$ cat src/rtl/pcr_pkg.sv
// Package for the peripheral configuration register bank
package pcr_pkg;
   // ----------------------------------------
   // Register addresses
   // ----------------------------------------
   localparam logic [15:0] PCR_BANK_BASE        = 16'hfff0;
   localparam logic [15:0] PCR_ADDR_CLOCK_SEL   = 16'hfff0;
   localparam logic [15:0] PCR_ADDR_RSVD_A      = 16'hfff1;
   localparam logic [15:0] PCR_ADDR_REFRESH     = 16'hfff2;
   localparam logic [15:0] PCR_ADDR_RSVD_B      = 16'hfff3;
   localparam logic [15:0] PCR_ADDR_BOUNDARIES  = 16'hfff4;
   localparam logic [15:0] PCR_ADDR_CPU_WAIT    = 16'hfff5;
   localparam logic [15:0] PCR_ADDR_DMA_WAIT    = 16'hfff6;
   localparam logic [15:0] PCR_ADDR_RSVD_C      = 16'hfff7;
   localparam logic [15:0] PCR_ADDR_SERIAL_LOW  = 16'hfff8;
   localparam logic [15:0] PCR_ADDR_TIMER_LOW   = 16'hfff9;
   localparam logic [15:0] PCR_ADDR_INTR_LOW    = 16'hfffa;
   localparam logic [15:0] PCR_ADDR_DMA_LOW     = 16'hfffb;
   localparam logic [15:0] PCR_ADDR_BASE_HIGH   = 16'hfffc;
   localparam logic [15:0] PCR_ADDR_ENABLES     = 16'hfffd;
   localparam logic [15:0] PCR_ADDR_PIN_CONN    = 16'hfffe;
   localparam logic [15:0] PCR_ADDR_RSVD_D      = 16'hffff;

   // ----------------------------------------
   // Field positions
   // ----------------------------------------
   localparam int PCR_PIN_SERIAL_LO   = 0;
   localparam int PCR_PIN_SERIAL_HI   = 1;
   localparam int PCR_PIN_IRQ_SW_LSB  = 2;
   localparam int PCR_EN_DMA_BIT      = 0;
   localparam int PCR_EN_INTR_BIT     = 1;
   localparam int PCR_EN_TIMER_BIT    = 2;
   localparam int PCR_EN_SERIAL_BIT   = 3;
   localparam int PCR_REFRESH_EN_BIT  = 7;
   localparam int PCR_CLK_CHOICE0_BIT = 2;
   localparam int PCR_CLK_CHOICE1_BIT = 3;
   localparam int PCR_CLK_CHOICE2_BIT = 4;
   localparam int PCR_CLK_PRESC_LSB   = 0;
   localparam int PCR_WAIT_FIELD_W    = 2;
   localparam int PCR_BND_LOWER_LSB   = 0;
   localparam int PCR_BND_UPPER_LSB   = 4;
   localparam int PCR_BND_FIELD_W     = 3;

   // ----------------------------------------
   // Reset values and defined-bit masks
   // ----------------------------------------
   localparam logic [7:0] PCR_RST_PIN_CONN   = 8'h00;
   localparam logic [7:0] PCR_RST_ENABLES    = 8'h00;
   localparam logic [7:0] PCR_RST_DMA_WAIT   = 8'h0f;
   localparam logic [7:0] PCR_RST_CPU_WAIT   = 8'hff;
   localparam logic [7:0] PCR_RST_REFRESH    = 8'h08;
   localparam logic [7:0] PCR_RST_CLOCK_SEL  = 8'h00;
   localparam logic [7:0] PCR_RST_OTHER      = 8'h00;
   localparam logic [7:0] PCR_MASK_PIN_CONN  = 8'h0f;
   localparam logic [7:0] PCR_MASK_ENABLES   = 8'h0f;
   localparam logic [7:0] PCR_MASK_DMA_WAIT  = 8'h0f;
   localparam logic [7:0] PCR_MASK_REFRESH   = 8'h9f;
   localparam logic [7:0] PCR_MASK_CLOCK_SEL = 8'h1f;
   localparam logic [7:0] PCR_MASK_FULL      = 8'hff;
   localparam logic [7:0] PCR_MASK_NONE      = 8'h00;
   // Divisor for prescale code 0, doubled for each code step up to 3
   localparam logic [7:0] PCR_PRESCALE_BASE  = 8'h02;

   // ----------------------------------------
   // Types
   // ----------------------------------------
   typedef enum logic [1:0] {
      PCR_REGION_LOWER  = 2'b00,
      PCR_REGION_MIDDLE = 2'b01,
      PCR_REGION_UPPER  = 2'b10
   } pcr_region_e;

   typedef struct packed {
      logic        rd;
      logic        wr;
      logic [15:0] addr;
      logic [7:0]  wdata;
   } pcr_io_req_s;

   typedef struct packed {
      logic dma_unit;
      logic interrupt_unit;
      logic timer_unit;
      logic serial_unit;
   } pcr_unit_hit_s;
endpackage : pcr_pkg

$ cat src/rtl/pcr_prescaler.sv
// Prescaler for the counter internal clock
`timescale 1ns/10ps
module pcr_prescaler
   import pcr_pkg::*;
#(
   parameter int CNT_W = 8
) (
   mclk,
   rstn,
   prescale_field,
   tick
);
   input  wire logic       mclk;
   input  wire logic       rstn;
   input  wire logic [1:0] prescale_field;
   output      logic       tick;

   logic [CNT_W-1:0] count_q;
   logic [CNT_W-1:0] limit;

   // Divisor two shifted by the code
   assign limit = CNT_W'((PCR_PRESCALE_BASE << prescale_field) - 8'h01);

   // ----------------------------------------
   // Divider
   // ----------------------------------------
   always_ff @(posedge mclk) begin
      if (!rstn) begin
         count_q <= '0;
      end else if (count_q >= limit) begin
         count_q <= '0;
      end else begin
         count_q <= count_q + CNT_W'(1);
      end
   end

   always_ff @(posedge mclk) begin
      if (!rstn) begin
         tick <= 1'b0;
      end else begin
         tick <= (count_q >= limit);
      end
   end
endmodule : pcr_prescaler

$ cat src/rtl/pcr_config_regs.sv
// Peripheral configuration register bank at the top of I/O space
`timescale 1ns/10ps
module pcr_config_regs
   import pcr_pkg::*;
(
   mclk,
   rstn,
   por_n,
   io_req,
   io_rdata,
   io_rvalid,
   io_hit,
   mem_addr,
   mem_valid,
   unit_hit,
   unit_enabled,
   mem_wait_states,
   io_wait_states,
   dma_wait_cfg,
   mem_region,
   irq_switch,
   serial_pins_on,
   refresh_enable,
   refresh_cfg,
   external_timer_clock,
   counter_clk_en
);
   input  wire logic          mclk;
   input  wire logic          rstn;
   input  wire logic          por_n;
   input  wire pcr_io_req_s   io_req;
   output      logic [7:0]    io_rdata;
   output      logic          io_rvalid;
   output      logic          io_hit;
   input  wire logic [19:0]   mem_addr;
   input  wire logic          mem_valid;
   output      pcr_unit_hit_s unit_hit;
   output      pcr_unit_hit_s unit_enabled;
   output      logic [1:0]    mem_wait_states;
   output      logic [1:0]    io_wait_states;
   output      logic [3:0]    dma_wait_cfg;
   output      pcr_region_e   mem_region;
   output      logic [1:0]    irq_switch;
   output      logic          serial_pins_on;
   output      logic          refresh_enable;
   output      logic [4:0]    refresh_cfg;
   input  wire logic          external_timer_clock;
   output      logic [2:0]    counter_clk_en;

   // ----------------------------------------
   // Storage
   // ----------------------------------------
   logic [7:0] regs_q [16];
   logic       refresh_en_q;
   logic [3:0] idx;
   logic       sel;
   logic       wr_hit;
   logic       prescale_tick;
   logic       ext_clk_q;
   logic       ext_tick;
   logic [7:0] pin_conn;
   logic [7:0] enables;
   logic [7:0] cpu_wait;
   logic [7:0] boundaries;
   logic [7:0] clk_sel;
   logic [7:0] base_high;
   logic [7:0] dma_low;
   logic [7:0] intr_low;
   logic [7:0] timer_low;
   logic [7:0] serial_low;
   logic       rst_any;
   logic       wr_refresh;
   logic [7:0] rdata_d;
   logic       lower_hit;
   logic       upper_hit;

   // Mask of defined bits per register
   function automatic logic [7:0] defined_mask(input logic [3:0] i);
      logic [15:0] a;
      a = PCR_BANK_BASE | {12'h000, i};
      unique case (a)
         PCR_ADDR_PIN_CONN:   defined_mask = PCR_MASK_PIN_CONN;
         PCR_ADDR_ENABLES:    defined_mask = PCR_MASK_ENABLES;
         PCR_ADDR_DMA_WAIT:   defined_mask = PCR_MASK_DMA_WAIT;
         PCR_ADDR_REFRESH:    defined_mask = PCR_MASK_REFRESH;
         PCR_ADDR_CLOCK_SEL:  defined_mask = PCR_MASK_CLOCK_SEL;
         PCR_ADDR_RSVD_A,
         PCR_ADDR_RSVD_B,
         PCR_ADDR_RSVD_C,
         PCR_ADDR_RSVD_D:     defined_mask = PCR_MASK_NONE;
         default:             defined_mask = PCR_MASK_FULL;
      endcase
   endfunction : defined_mask

   // Reset value per register
   function automatic logic [7:0] reset_value(input logic [3:0] i);
      logic [15:0] a;
      a = PCR_BANK_BASE | {12'h000, i};
      unique case (a)
         PCR_ADDR_PIN_CONN:   reset_value = PCR_RST_PIN_CONN;
         PCR_ADDR_ENABLES:    reset_value = PCR_RST_ENABLES;
         PCR_ADDR_DMA_WAIT:   reset_value = PCR_RST_DMA_WAIT;
         PCR_ADDR_CPU_WAIT:   reset_value = PCR_RST_CPU_WAIT;
         PCR_ADDR_REFRESH:    reset_value = PCR_RST_REFRESH;
         PCR_ADDR_CLOCK_SEL:  reset_value = PCR_RST_CLOCK_SEL;
         default:             reset_value = PCR_RST_OTHER;
      endcase
   endfunction : reset_value

   // Unit base match: high byte plus low byte
   function automatic logic base_match(input logic [15:0] a, input logic [7:0] hi,
                                       input logic [7:0] lo);
      base_match = (a[15:8] == hi) && (a[7:0] == lo);
   endfunction : base_match

   // Counter source: external edge when chosen, else prescaled tick
   function automatic logic pick_source(input logic ext_chosen, input logic ext_t,
                                        input logic int_t);
      pick_source = ext_chosen ? ext_t : int_t;
   endfunction : pick_source

   // Region test: top address bits below a boundary field
   function automatic logic below_field(input logic [2:0] top, input logic [2:0] fld);
      below_field = (top < fld);
   endfunction : below_field

   // ----------------------------------------
   // Address decode
   // ----------------------------------------
   // top sixteen ports
   assign sel    = (io_req.addr[15:4] == PCR_BANK_BASE[15:4]);
   assign idx    = io_req.addr[3:0];
   assign io_hit = sel && (io_req.rd || io_req.wr);
   assign wr_hit = sel && io_req.wr;

   // ----------------------------------------
   // Reset and strobes
   // ----------------------------------------
   // Power-on also does all that the external reset does
   assign rst_any    = !rstn || !por_n;
   // Held off during external reset like every other write
   assign wr_refresh = rstn && wr_hit && (io_req.addr == PCR_ADDR_REFRESH);

   // ----------------------------------------
   // Register writes
   // ----------------------------------------
   // defaults on every reset
   always_ff @(posedge mclk) begin
      if (rst_any) begin
         for (int i = 0; i < 16; i++) begin
            regs_q[i] <= reset_value(4'(i));
         end
      end else if (wr_hit) begin
         regs_q[idx] <= io_req.wdata & defined_mask(idx);
      end
   end

   always_ff @(posedge mclk) begin
      if (!por_n) begin
         refresh_en_q <= PCR_RST_REFRESH[PCR_REFRESH_EN_BIT];
      end else if (wr_refresh) begin
         refresh_en_q <= io_req.wdata[PCR_REFRESH_EN_BIT];
      end
   end

   // ----------------------------------------
   // Read path
   // ----------------------------------------
   // read back defined bits
   always_comb begin
      rdata_d = regs_q[idx];
      if (io_req.addr == PCR_ADDR_REFRESH) begin
         rdata_d = {refresh_en_q, regs_q[idx][6:0]};
      end
   end

   // Data holds until the next bank read
   always_ff @(posedge mclk) begin
      if (rst_any) begin
         io_rdata <= 8'h00;
      end else if (sel && io_req.rd) begin
         io_rdata <= rdata_d;
      end
   end

   always_ff @(posedge mclk) begin
      if (rst_any) begin
         io_rvalid <= 1'b0;
      end else begin
         io_rvalid <= sel && io_req.rd;
      end
   end

   // ----------------------------------------
   // Field views
   // ----------------------------------------
   assign pin_conn   = regs_q[PCR_ADDR_PIN_CONN[3:0]];
   assign enables    = regs_q[PCR_ADDR_ENABLES[3:0]];
   assign cpu_wait   = regs_q[PCR_ADDR_CPU_WAIT[3:0]];
   assign boundaries = regs_q[PCR_ADDR_BOUNDARIES[3:0]];
   assign clk_sel    = regs_q[PCR_ADDR_CLOCK_SEL[3:0]];
   assign base_high  = regs_q[PCR_ADDR_BASE_HIGH[3:0]];
   assign dma_low    = regs_q[PCR_ADDR_DMA_LOW[3:0]];
   assign intr_low   = regs_q[PCR_ADDR_INTR_LOW[3:0]];
   assign timer_low  = regs_q[PCR_ADDR_TIMER_LOW[3:0]];
   assign serial_low = regs_q[PCR_ADDR_SERIAL_LOW[3:0]];

   assign irq_switch     = pin_conn[PCR_PIN_IRQ_SW_LSB +: 2];
   // serial pins when 0 then 1
   assign serial_pins_on = !pin_conn[PCR_PIN_SERIAL_LO] && pin_conn[PCR_PIN_SERIAL_HI];

   assign unit_enabled.dma_unit       = enables[PCR_EN_DMA_BIT];
   assign unit_enabled.interrupt_unit = enables[PCR_EN_INTR_BIT];
   assign unit_enabled.timer_unit     = enables[PCR_EN_TIMER_BIT];
   assign unit_enabled.serial_unit    = enables[PCR_EN_SERIAL_BIT] && serial_pins_on;

   always_comb begin
      unit_hit = '0;
      if (io_req.rd || io_req.wr) begin
         unit_hit.dma_unit = unit_enabled.dma_unit &&
            base_match(io_req.addr, base_high, dma_low);
         unit_hit.interrupt_unit = unit_enabled.interrupt_unit &&
            base_match(io_req.addr, base_high, intr_low);
         unit_hit.timer_unit = unit_enabled.timer_unit &&
            base_match(io_req.addr, base_high, timer_low);
         unit_hit.serial_unit = unit_enabled.serial_unit &&
            base_match(io_req.addr, base_high, serial_low);
      end
   end

   // ----------------------------------------
   // Wait-state regions
   // ----------------------------------------
   // lower, middle and upper regions
   // Upper field counts down from the top of memory
   assign lower_hit = below_field(mem_addr[19:17],
                                  boundaries[PCR_BND_LOWER_LSB +: PCR_BND_FIELD_W]);
   assign upper_hit = below_field(~mem_addr[19:17],
                                  boundaries[PCR_BND_UPPER_LSB +: PCR_BND_FIELD_W]);

   always_comb begin
      mem_region = PCR_REGION_MIDDLE;
      if (lower_hit) begin
         mem_region = PCR_REGION_LOWER;
      end else if (upper_hit) begin
         mem_region = PCR_REGION_UPPER;
      end
   end

   always_comb begin
      mem_wait_states = 2'b00;
      if (mem_valid) begin
         unique case (mem_region)
            PCR_REGION_LOWER:  mem_wait_states = cpu_wait[0 +: PCR_WAIT_FIELD_W];
            PCR_REGION_MIDDLE: mem_wait_states = cpu_wait[2 +: PCR_WAIT_FIELD_W];
            PCR_REGION_UPPER:  mem_wait_states = cpu_wait[4 +: PCR_WAIT_FIELD_W];
            default:           mem_wait_states = cpu_wait[2 +: PCR_WAIT_FIELD_W];
         endcase
      end
   end
   assign io_wait_states = cpu_wait[6 +: PCR_WAIT_FIELD_W];
   assign dma_wait_cfg   = regs_q[PCR_ADDR_DMA_WAIT[3:0]][3:0];

   assign refresh_enable = refresh_en_q;
   assign refresh_cfg    = regs_q[PCR_ADDR_REFRESH[3:0]][4:0];

   // ----------------------------------------
   // Counter clocks
   // ----------------------------------------
   // prescaled internal source
   pcr_prescaler #(
      .CNT_W          (8)
   ) u_prescaler (
      .mclk           (mclk),
      .rstn           (!rst_any),
      .prescale_field (clk_sel[PCR_CLK_PRESC_LSB +: 2]),
      .tick           (prescale_tick)
   );

   // Rising edge of external clock
   always_ff @(posedge mclk) begin
      if (rst_any) begin
         ext_clk_q <= 1'b0;
      end else begin
         ext_clk_q <= external_timer_clock;
      end
   end
   assign ext_tick = external_timer_clock && !ext_clk_q;

   assign counter_clk_en[0] = pick_source(clk_sel[PCR_CLK_CHOICE0_BIT], ext_tick, prescale_tick);
   assign counter_clk_en[1] = pick_source(clk_sel[PCR_CLK_CHOICE1_BIT], ext_tick, prescale_tick);
   assign counter_clk_en[2] = pick_source(clk_sel[PCR_CLK_CHOICE2_BIT], ext_tick, prescale_tick);
endmodule : pcr_config_regs

$ cat config.mk
export PLATFORM = sky130hd
export DESIGN_NAME = pcr_config_regs
export DESIGN_NICKNAME = d
export VERILOG_FILES = /design/src/rtl/pcr_pkg.sv /design/src/rtl/pcr_prescaler.sv /design/src/rtl/pcr_config_regs.sv
export SDC_FILE = /design/constraint.sdc
export NUM_CORES = 1
export LEC_CHECK = 0
export CORE_UTILIZATION = 57
export CTS_CLUSTER_SIZE = 28
export DETAILED_ROUTE_END_ITERATION = 16
export DONT_BUFFER_PORTS = 1
export HOLD_SLACK_MARGIN = 0.06
export PLACE_DENSITY = 0.75
export SLEW_MARGIN = 10
export SYNTH_ARGS = -nofsm -noshare
export SYNTH_HDL_FRONTEND = slang
export SYNTH_SLANG_ARGS = --single-unit
$ cat constraint.sdc
create_clock -name mclk -period 1.8 [get_ports mclk]
set_clock_uncertainty 0.1 [all_clocks]
set_input_delay 0 -clock mclk [delete_from_list [all_inputs] [get_ports mclk]]
set_output_delay 0 -clock mclk [all_outputs]
set_load 0.005 [all_outputs]
Word-level counts from Yosys, hierarchy flattened:

Memory sizes are Yosys's and may differ from the RTL's.
Cells that the tools add are included.

* add/sub/neg operators: 2
* order comparisons: 3
* eq/ne operators: 16
* shifts and indexed selects: 1
* muxes and demuxes: 24
* bitwise logic cells: 2
* reduce and logical (&&, ||, !) cells: 28

Operator list (number)
* 8-bit 2-to-1 mux: 8
* 8-bit == test: 5
* 8-bit one-hot mux with 4 select lines: 1
* 16-bit == test (second input constant): 1
* 1-bit logical AND: 16
* 12-bit == test (second input constant): 1
* 4-bit == test (second input constant): 3
* 1-bit 2-to-1 mux: 9
* 8-bit by 1-bit adder with 8-bit output (second input constant): 1
* 8-bit bitwise AND: 1
* 4-bit by 2-bit == test with 1-bit output (second input constant): 2
* 4-bit by 3-bit == test with 1-bit output (second input constant): 2
* 8-bit >= comparator: 1
* 4-bit 2-to-1 mux: 2
* 8-bit OR reduction: 1
* 2-bit by 2-bit << shifter with 8-bit output (first input constant): 1
* 8-bit by 1-bit subtractor with 8-bit output (second input constant): 1
* 3-bit < comparator: 2
* 2-bit 2-to-1 mux: 3
* 4-bit by 1-bit == test with 1-bit output (second input constant): 1
* 1-bit logical NOT: 4
* 4-bit logical NOT: 1
* 2-bit one-hot mux with 2 select lines: 1
* 4-bit OR reduction: 1
* other kinds (6): 7

* bits in registers: 20
* bits in writable memories: 128
* logic and storage cells: 83
* memories kept: 1

Memory list
* regs_q: words 16, width 8, read ports 13, clocked after Yosys merged registers in 0, write ports 16, line pcr_config_regs.sv:53 `logic [7:0] regs_q [16];`

Logic depth before layout (Yosys ltp):

Gate-level depths: netlist of the first run.

* depth in word-level cells: 7
* mapped depth: 7

Modules after synthesis:

Synthesis of the first run repeated with hierarchy kept, for this count alone.

* cell total of the unflattened synthesis: 540
* area, all modules: 7115.6 µm²

Modules (own cells, without submodules)
* pcr_config_regs: instances 1, cells each 505, area an instance 6747.7 µm², sequential area each 4033.9 µm²
* pcr_prescaler: instances 1, cells each 35, area an instance 367.9 µm², sequential area each 180.2 µm²

Least setup slack after synthesis of the first run:

Ideal clock, no wire load.

* path kind: input to register
* start point: input port io_req[15] (netlist name)
* end point: memory regs_q[0][0] (enable)
* arrival time: 1.495 ns
* setup slack: -0.182 ns
* stages: 5
* path buffers: 1
* cells stage by stage: buf_2 > and4_1 > and4_1 > nand2_1 > o31ai_1

RTL lines
* start, declared: line pcr_config_regs.sv:31 `input wire pcr_io_req_s io_req;`
* end, declared: line pcr_config_regs.sv:53

==> metrics, run 1 <==
outcome complete, but fails checks; failing checks setup timing; vias in the first global route between 5000 and 6000; Static Leak 3.318 nW; post-synthesis sequential area ratio around 60%; vias per inst between 6 and 7; Fmax roughly 0.5 GHz; count of clock tree sinks between 100 and 150; Post-DRT Antenna Nets 0; Synth warnings 0; CTS tree done; Cell variety after synth 53; final wirelength 19520 um; gr ovfl total 0; die area about 0.013 sq mm; Reg clk slew, reported paths approximately 60 ps; first-pass GRT wire length 29000 um; drt pass-1 iters 5; Max clock buf depth 2; Num CTS Buffers 17; R2R setup slack -20 ps; nets between 600 and 700; Mapped Cells 537; final worst path period share 113.7%; Seq cells post-synth around 150; crit-path max FO 2; WL per Instance 24.04 um; post-synth top area share between 50% and 60%; post-route core utilization a little under three quarters; WS Path Type flip-flop to output pin; Site Rows 40; Mapped Area 0.007132 sq mm; initial antenna violation count 0; n_diodes 0; most frequent cell after synthesis edfxtp_1; fin crit period slightly above 2000 ps; Final Max Tran Viols 0; final hold vios 0; I/O pin cnt just over 90; RSZ-0062 raised after global routing true; Area growth syn-to-layout 20.79%; Synth area leaders edfxtp_1 53%, mux4_2 9.2%, dfxtp_1 5.6%, nor2_1 3.8%, xor2_1 3.4%; Post-synth EDFFs 127; MaxCap Viol Count 0; relative slew slack between 50% and 60%; setup violators final 9; Post-synth ARST share 0%; Root Driver clkbuf_16; worst skew pair latency 420 ps; Worst-Margin Slew roughly 650 ps; detailed-route via count about 5000; CP startpoint kind flip-flop; core box area about 0.012 sq mm; HPWL after DPL around 13000 um; Commonest cells post-synth 127 x edfxtp_1, 72 x nor2_1, 51 x nand2_1; data required time at the worst endpoint roughly 1700 ps; GRT Util Overall between 30% and 40%; effective utilization at floorplan around three fifths; layout cells sized above 1 roughly 22%; Die Span Y between 100 and 150 um; CTS H-tree depth 4; number of remaining DRC errors 0; crit path setup slack, layout -246.7 ps; die width 113.9 um; total power around 8.5 mW; PortBufs 0; crit end category output pin; Synth area leader edfxtp_1; pwr dens 989.6 mW/mm^2; DR iter-0 viols 588; Peak VDD IR about 670 uV; largest net degree at the start of global routing 33; Critical Path AT 1950 ps; gpl congestion 0.8860; Sum Neg Setup Slack -1026 ps; hold crit path type input port to flip-flop; Post-synth top flop edfxtp_1; Avg Cell Area, Syn around 13 sq um; Fillers 784
worst paths after layout:
kind                                                        start                           endpoint  depth (start not counted)
worst max-delay path                   regs_q[8][0]$_SDFFCE_PN0P_                        unit_hit[0]                          5
worst min-delay path                                   io_req[10]         regs_q[5][7]$_SDFFCE_PN1P_                          3
worst max register to register         regs_q[0][1]$_SDFFCE_PN0P_  u_prescaler.count_q[3]$_SDFF_PP0_                          6
worst min register to register  u_prescaler.count_q[0]$_SDFF_PP0_  u_prescaler.count_q[0]$_SDFF_PP0_                          1
placed cells by master (no fill, tap or decap), types with 7 or more instances in the layout:
cell,count
xor2_1,28
a221oi_2,7
xnor2_1,15
inv_1,11
nand3_1,10
mux4_2,29
nand2_1,50
nor2_1,70
conb_1,52
clkbuf_16,17
buf_4,37
mux2i_1,7
a22o_1,7
edfxtp_1,127
dfxtp_1,20
dlygate4sd3_1,21
o21ai_1,13
per-stage QoR:
stage | std cells | setup WS [ps] | area (sq um) | hold slack, ps
CTS | 810 | -222.2 | 8544 | 61.03
finish | 812 | -246.7 | 8615 | 74.86
detailed placement | 753 | -79.92 | 7562 | 5.708
global placement | 753 | 2.077 | 7562 | 1.647
floorplan | 588 | 25.21 | 7328 | -7.035
global route | 812 | -308.1 | 8615 | 89.40
critical path: stages (launching register included):
cell and delay [ps]:
edfxtp_1 430, xor2_1 170, nor4_1 310, nand4_1 230, nor3_4 260, buf_6 130
repair_timing:
item | in CTS | in global routing
hold buffers | 24 | 2
buffers inserted | 1 | 1
setup endpoints to repair | 11 | 34
resized for setup | 20 | 14
pin swaps | 19 | 5
endpoints found under the hold margin | 152 | 12
kinds of logic after synthesis:
| family | share of synthesized area [%] |
|---|---|
| AOI/OAI and AO/OA | 6.544 |
| other | 0.05258 |
| xor gates and xnor gates | 5.281 |
| muxes | 10.61 |
| buffers and inverters | 4.456 |
| DFF | 59.09 |
| and+or+nand+nor | 12.56 |
| adders and majority gates | 1.404 |
power breakdown:
group          switching [mW]  leakage [nW]  internal, mW
Combinational           0.446          1.54         0.353
Sequential              0.103          1.49          3.91
Clock                    1.39         0.293          2.32
Total                    1.94          3.32          6.58
registers in the layout (all words and copies together), names as in the netlist:
signal / cells
u_prescaler.tick: 1
ext_clk_q: 1
io_rdata: 8
regs_q: 127
refresh_enable: 1
io_rvalid: 1
u_prescaler.count_q: 8
final cells by class:
| type | instances | area (sq um) | area share [%] |
|---|---|---|---|
| clock buffer | 19 | 432.9 | 5.025 |
| clock inverter | 13 | 182.7 | 2.121 |
| inverter | 13 | 48.80 | 0.5664 |
| multi-input combinational | 386 | 2928 | 33.99 |
| sequential | 147 | 4214 | 48.92 |
| tap | 168 | 210.2 | 2.440 |
| timing repair buffer | 66 | 598.1 | 6.943 |
routing by layer:
metal	global-route usage [%]	routed length, um	vias up
li1	-	-	2123
met2	51.50	9443	371
met1	38.07	6874	2414
met3	8.874	2276	67
met4	17.32	928	0
met5	0	0	-
(Power assumes the default switching activity.)
==> run 2, diff against run 1 <==
--- a/config.mk
+++ b/config.mk
@@ -5,12 +5,13 @@
 export SDC_FILE = /design/constraint.sdc
 export NUM_CORES = 1
 export LEC_CHECK = 0
-export CORE_UTILIZATION = 57
+export CORE_UTILIZATION = 64
 export CTS_CLUSTER_SIZE = 28
 export DETAILED_ROUTE_END_ITERATION = 16
 export DONT_BUFFER_PORTS = 1
+export GPL_ROUTABILITY_DRIVEN = 0
 export HOLD_SLACK_MARGIN = 0.06
-export PLACE_DENSITY = 0.75
+export PLACE_DENSITY = 0.8
 export SLEW_MARGIN = 10
 export SYNTH_ARGS = -nofsm -noshare
 export SYNTH_HDL_FRONTEND = slang
==> constraint.sdc (replaced) <==
create_clock -name mclk -period 1.9 [get_ports mclk]
set_clock_uncertainty 0.1 [all_clocks]
set_input_delay 0 -clock mclk [delete_from_list [all_inputs] [get_ports mclk]]
set_output_delay 0 -clock mclk [all_outputs]
set_load 0.005 [all_outputs]
==> run 2 against run 1 <==
Effect of this change:
- the run still ends with setup timing left
- combinational power grew 3.9%
- register-to-register slack lost 20 ps
- first-iteration DRC count is 32% higher
- routed wire length grew 2.9%
- clock-buffer cell count up 1
- clock power down 16%
- largest power group unchanged
==> metrics, run 2 (synthesis gave the netlist of run 1 again) <==
Post-DRT Antenna Nets 0; hold crit path type input port to flip-flop; core box area approximately 0.011 sq mm; CTS tree done; MaxCap Viol Count 0; nets 702; Critical Path Max Stage Delay around 420 ps; origin of the worst setup path regs_q[12][3]$_SDFFCE_PN0P_; post-route core utilization about four fifths; total power 7.757 mW; r2r startpoint regs_q[12][7]$_SDFFCE_PN0P_; crit path setup slack, layout -276.1 ps; crit end category output pin; gr ovfl total 0; drt pass-1 iters 6; die width about 110 um; relative slew slack 50.39%; Area growth syn-to-layout 20.81%; WL per Instance ~25 um; most common cell type on the critical path buf_4; Fillers between 500 and 600; commonest non-fill, non-tap cell in the layout edfxtp_1; final wirelength around 20000 um; n_diodes 0; die area 0.01157 sq mm; worst r2r dst io_rdata[7]$_SDFFE_PP0P_; crit-path max FO 4; CP Depth 6; CP Buf/Inv Count 2; Max clock buf depth 2; worst skew pair latency between 500 and 600 ps; PortBufs 0; setup violators final 9; failing checks setup timing; Site Rows 38; Sum Neg Setup Slack -1381 ps; final worst path period share 114.5%; Reg with most FFs regs_q; data required time at the worst endpoint 1800 ps; effective utilization at floorplan between 60 and 70%; first-pass GRT wire length between 20000 and 30000 um; Worst Reg-to-Reg Cells 5; Static Leak around 3.3 nW; R2R setup slack -40 ps; crit-path cells xor2_1 -> nor4_2 -> o2111ai_1 -> buf_4 -> nor3_4 -> buf_4; detailed-route via count just over 5000; RSZ-0062 raised after global routing true; CTS H-tree depth 4; Die Span Y 107.6 um; Final Max Tran Viols 0; Num CTS Buffers 17; GRT Util Overall a little over a third; hold depth 4; Fmax ~0.46 GHz; DR iter-0 viols between 700 and 800; outcome complete, but fails checks; I/O pin cnt 91; vias per inst between 6 and 7; Setup crit end unit_hit[1]; Root Driver clkbuf_8; initial antenna violation count 1; Largest register FFs around 130; Setup WS pre-CTS approximately 1.4 ps; count of clock tree sinks 147; most frequent cells in the layout 127 x edfxtp_1, 70 x nor2_1, 52 x conb_1; CP max-delay cell edfxtp_1; layout cells sized above 1 around 21%; largest net degree at the start of global routing 36; vias in the first global route approximately 5000; Reg clk slew, reported paths about 60 ps; fin crit period between 2000 and 2500 ps; WS Path Type flip-flop to output pin; CP startpoint kind flip-flop; Critical Path AT 2080 ps; Peak VDD IR 1002 uV; pwr dens roughly 900 mW/mm^2; largest registers regs_q: 127 flops, io_rdata: 8 flops, u_prescaler.count_q: 8 flops; final hold vios 0; kind of cell adding the most delay to the critical path simple AND/OR/NAND/NOR gates; number of remaining DRC errors 0; Worst-Margin Slew ~730 ps; HPWL after DPL 12520 um
[run 2: cell count changes in the layout (fill, tap and decap cells not counted), moves of 2 or more]
cell	change
buf_12	-2
buf_16	+2
buf_6	-4
bufinv_16	-2
clkinv_2	+3
dlygate4sd3_1	+14
inv_6	-2
nor2b_1	+2
[run 2: final cells by class]
| type | instances | area, sq um | share of cell area [%] |
|---|---|---|---|
| timing repair buffer | 78 | 728.2 | 8.452 |
| sequential | 147 | 4214 | 48.91 |
| multi-input combinational | 386 | 2909 | 33.76 |
| tap | 140 | 175.2 | 2.033 |
| clock buffer | 20 | 425.4 | 4.938 |
| clock inverter | 12 | 115.1 | 1.336 |
| inverter | 13 | 48.80 | 0.5664 |
[run 2: where the power goes]
group / leakage (nW) / internal (mW) / total [mW] / switching [mW]
Sequential: 1.49 / 3.70 / 3.81 / 0.102
Combinational: 1.56 / 0.367 / 0.831 / 0.463
Clock: 0.261 / 1.84 / 3.12 / 1.28
Total: 3.31 / 5.92 / 7.76 / 1.84
[run 2: metal layers]
layer	vias to the layer above	wire length [um]	GRT usage, %
met5	-	31	0
li1	2147	-	-
met1	2458	6705	42.54
met3	102	2788	14.71
met2	451	9363	55.45
met4	2	1199	21.62
[run 2: timing repair]
action,4_1_cts,5_1_grt
setup buffers,4,4
pin swaps,9,17
hold endpoints to repair,202,13
resized for setup,13,14
endpoints found under the setup margin,9,119
gates cloned,0,0
hold buffers,37,4
[run 2: tightest hold or removal path: stages]
cell	delay (ps)
and2_1	250
nand3_2	110
buf_4	150
nor2_1	50
[run 2: worst min path at each step]
stage / start / endpoint / slack, ps
6_report: io_req[9] / regs_q[11][4]$_SDFFCE_PN0P_ / 100
3_5_place_dp: io_req[24] / io_hit / 2
5_1_grt: io_req[11] / io_rdata[7]$_SDFFE_PP0P_ / 100
3_3_place_gp: mem_valid / mem_wait_states[1] / 2
2_1_floorplan: mem_valid / mem_wait_states[0] / -7
4_1_cts: io_req[11] / io_rdata[7]$_SDFFE_PP0P_ / 60
[run 2: metrics by stage]
step	instances	instance area [sq um]	hold WS [ps]
finish	796	8616	97.17
detailed placement	716	7460	1.574
global route	796	8616	96.56
global placement	716	7460	2.154
CTS	789	8493	62.98
floorplan	588	7328	-7.035
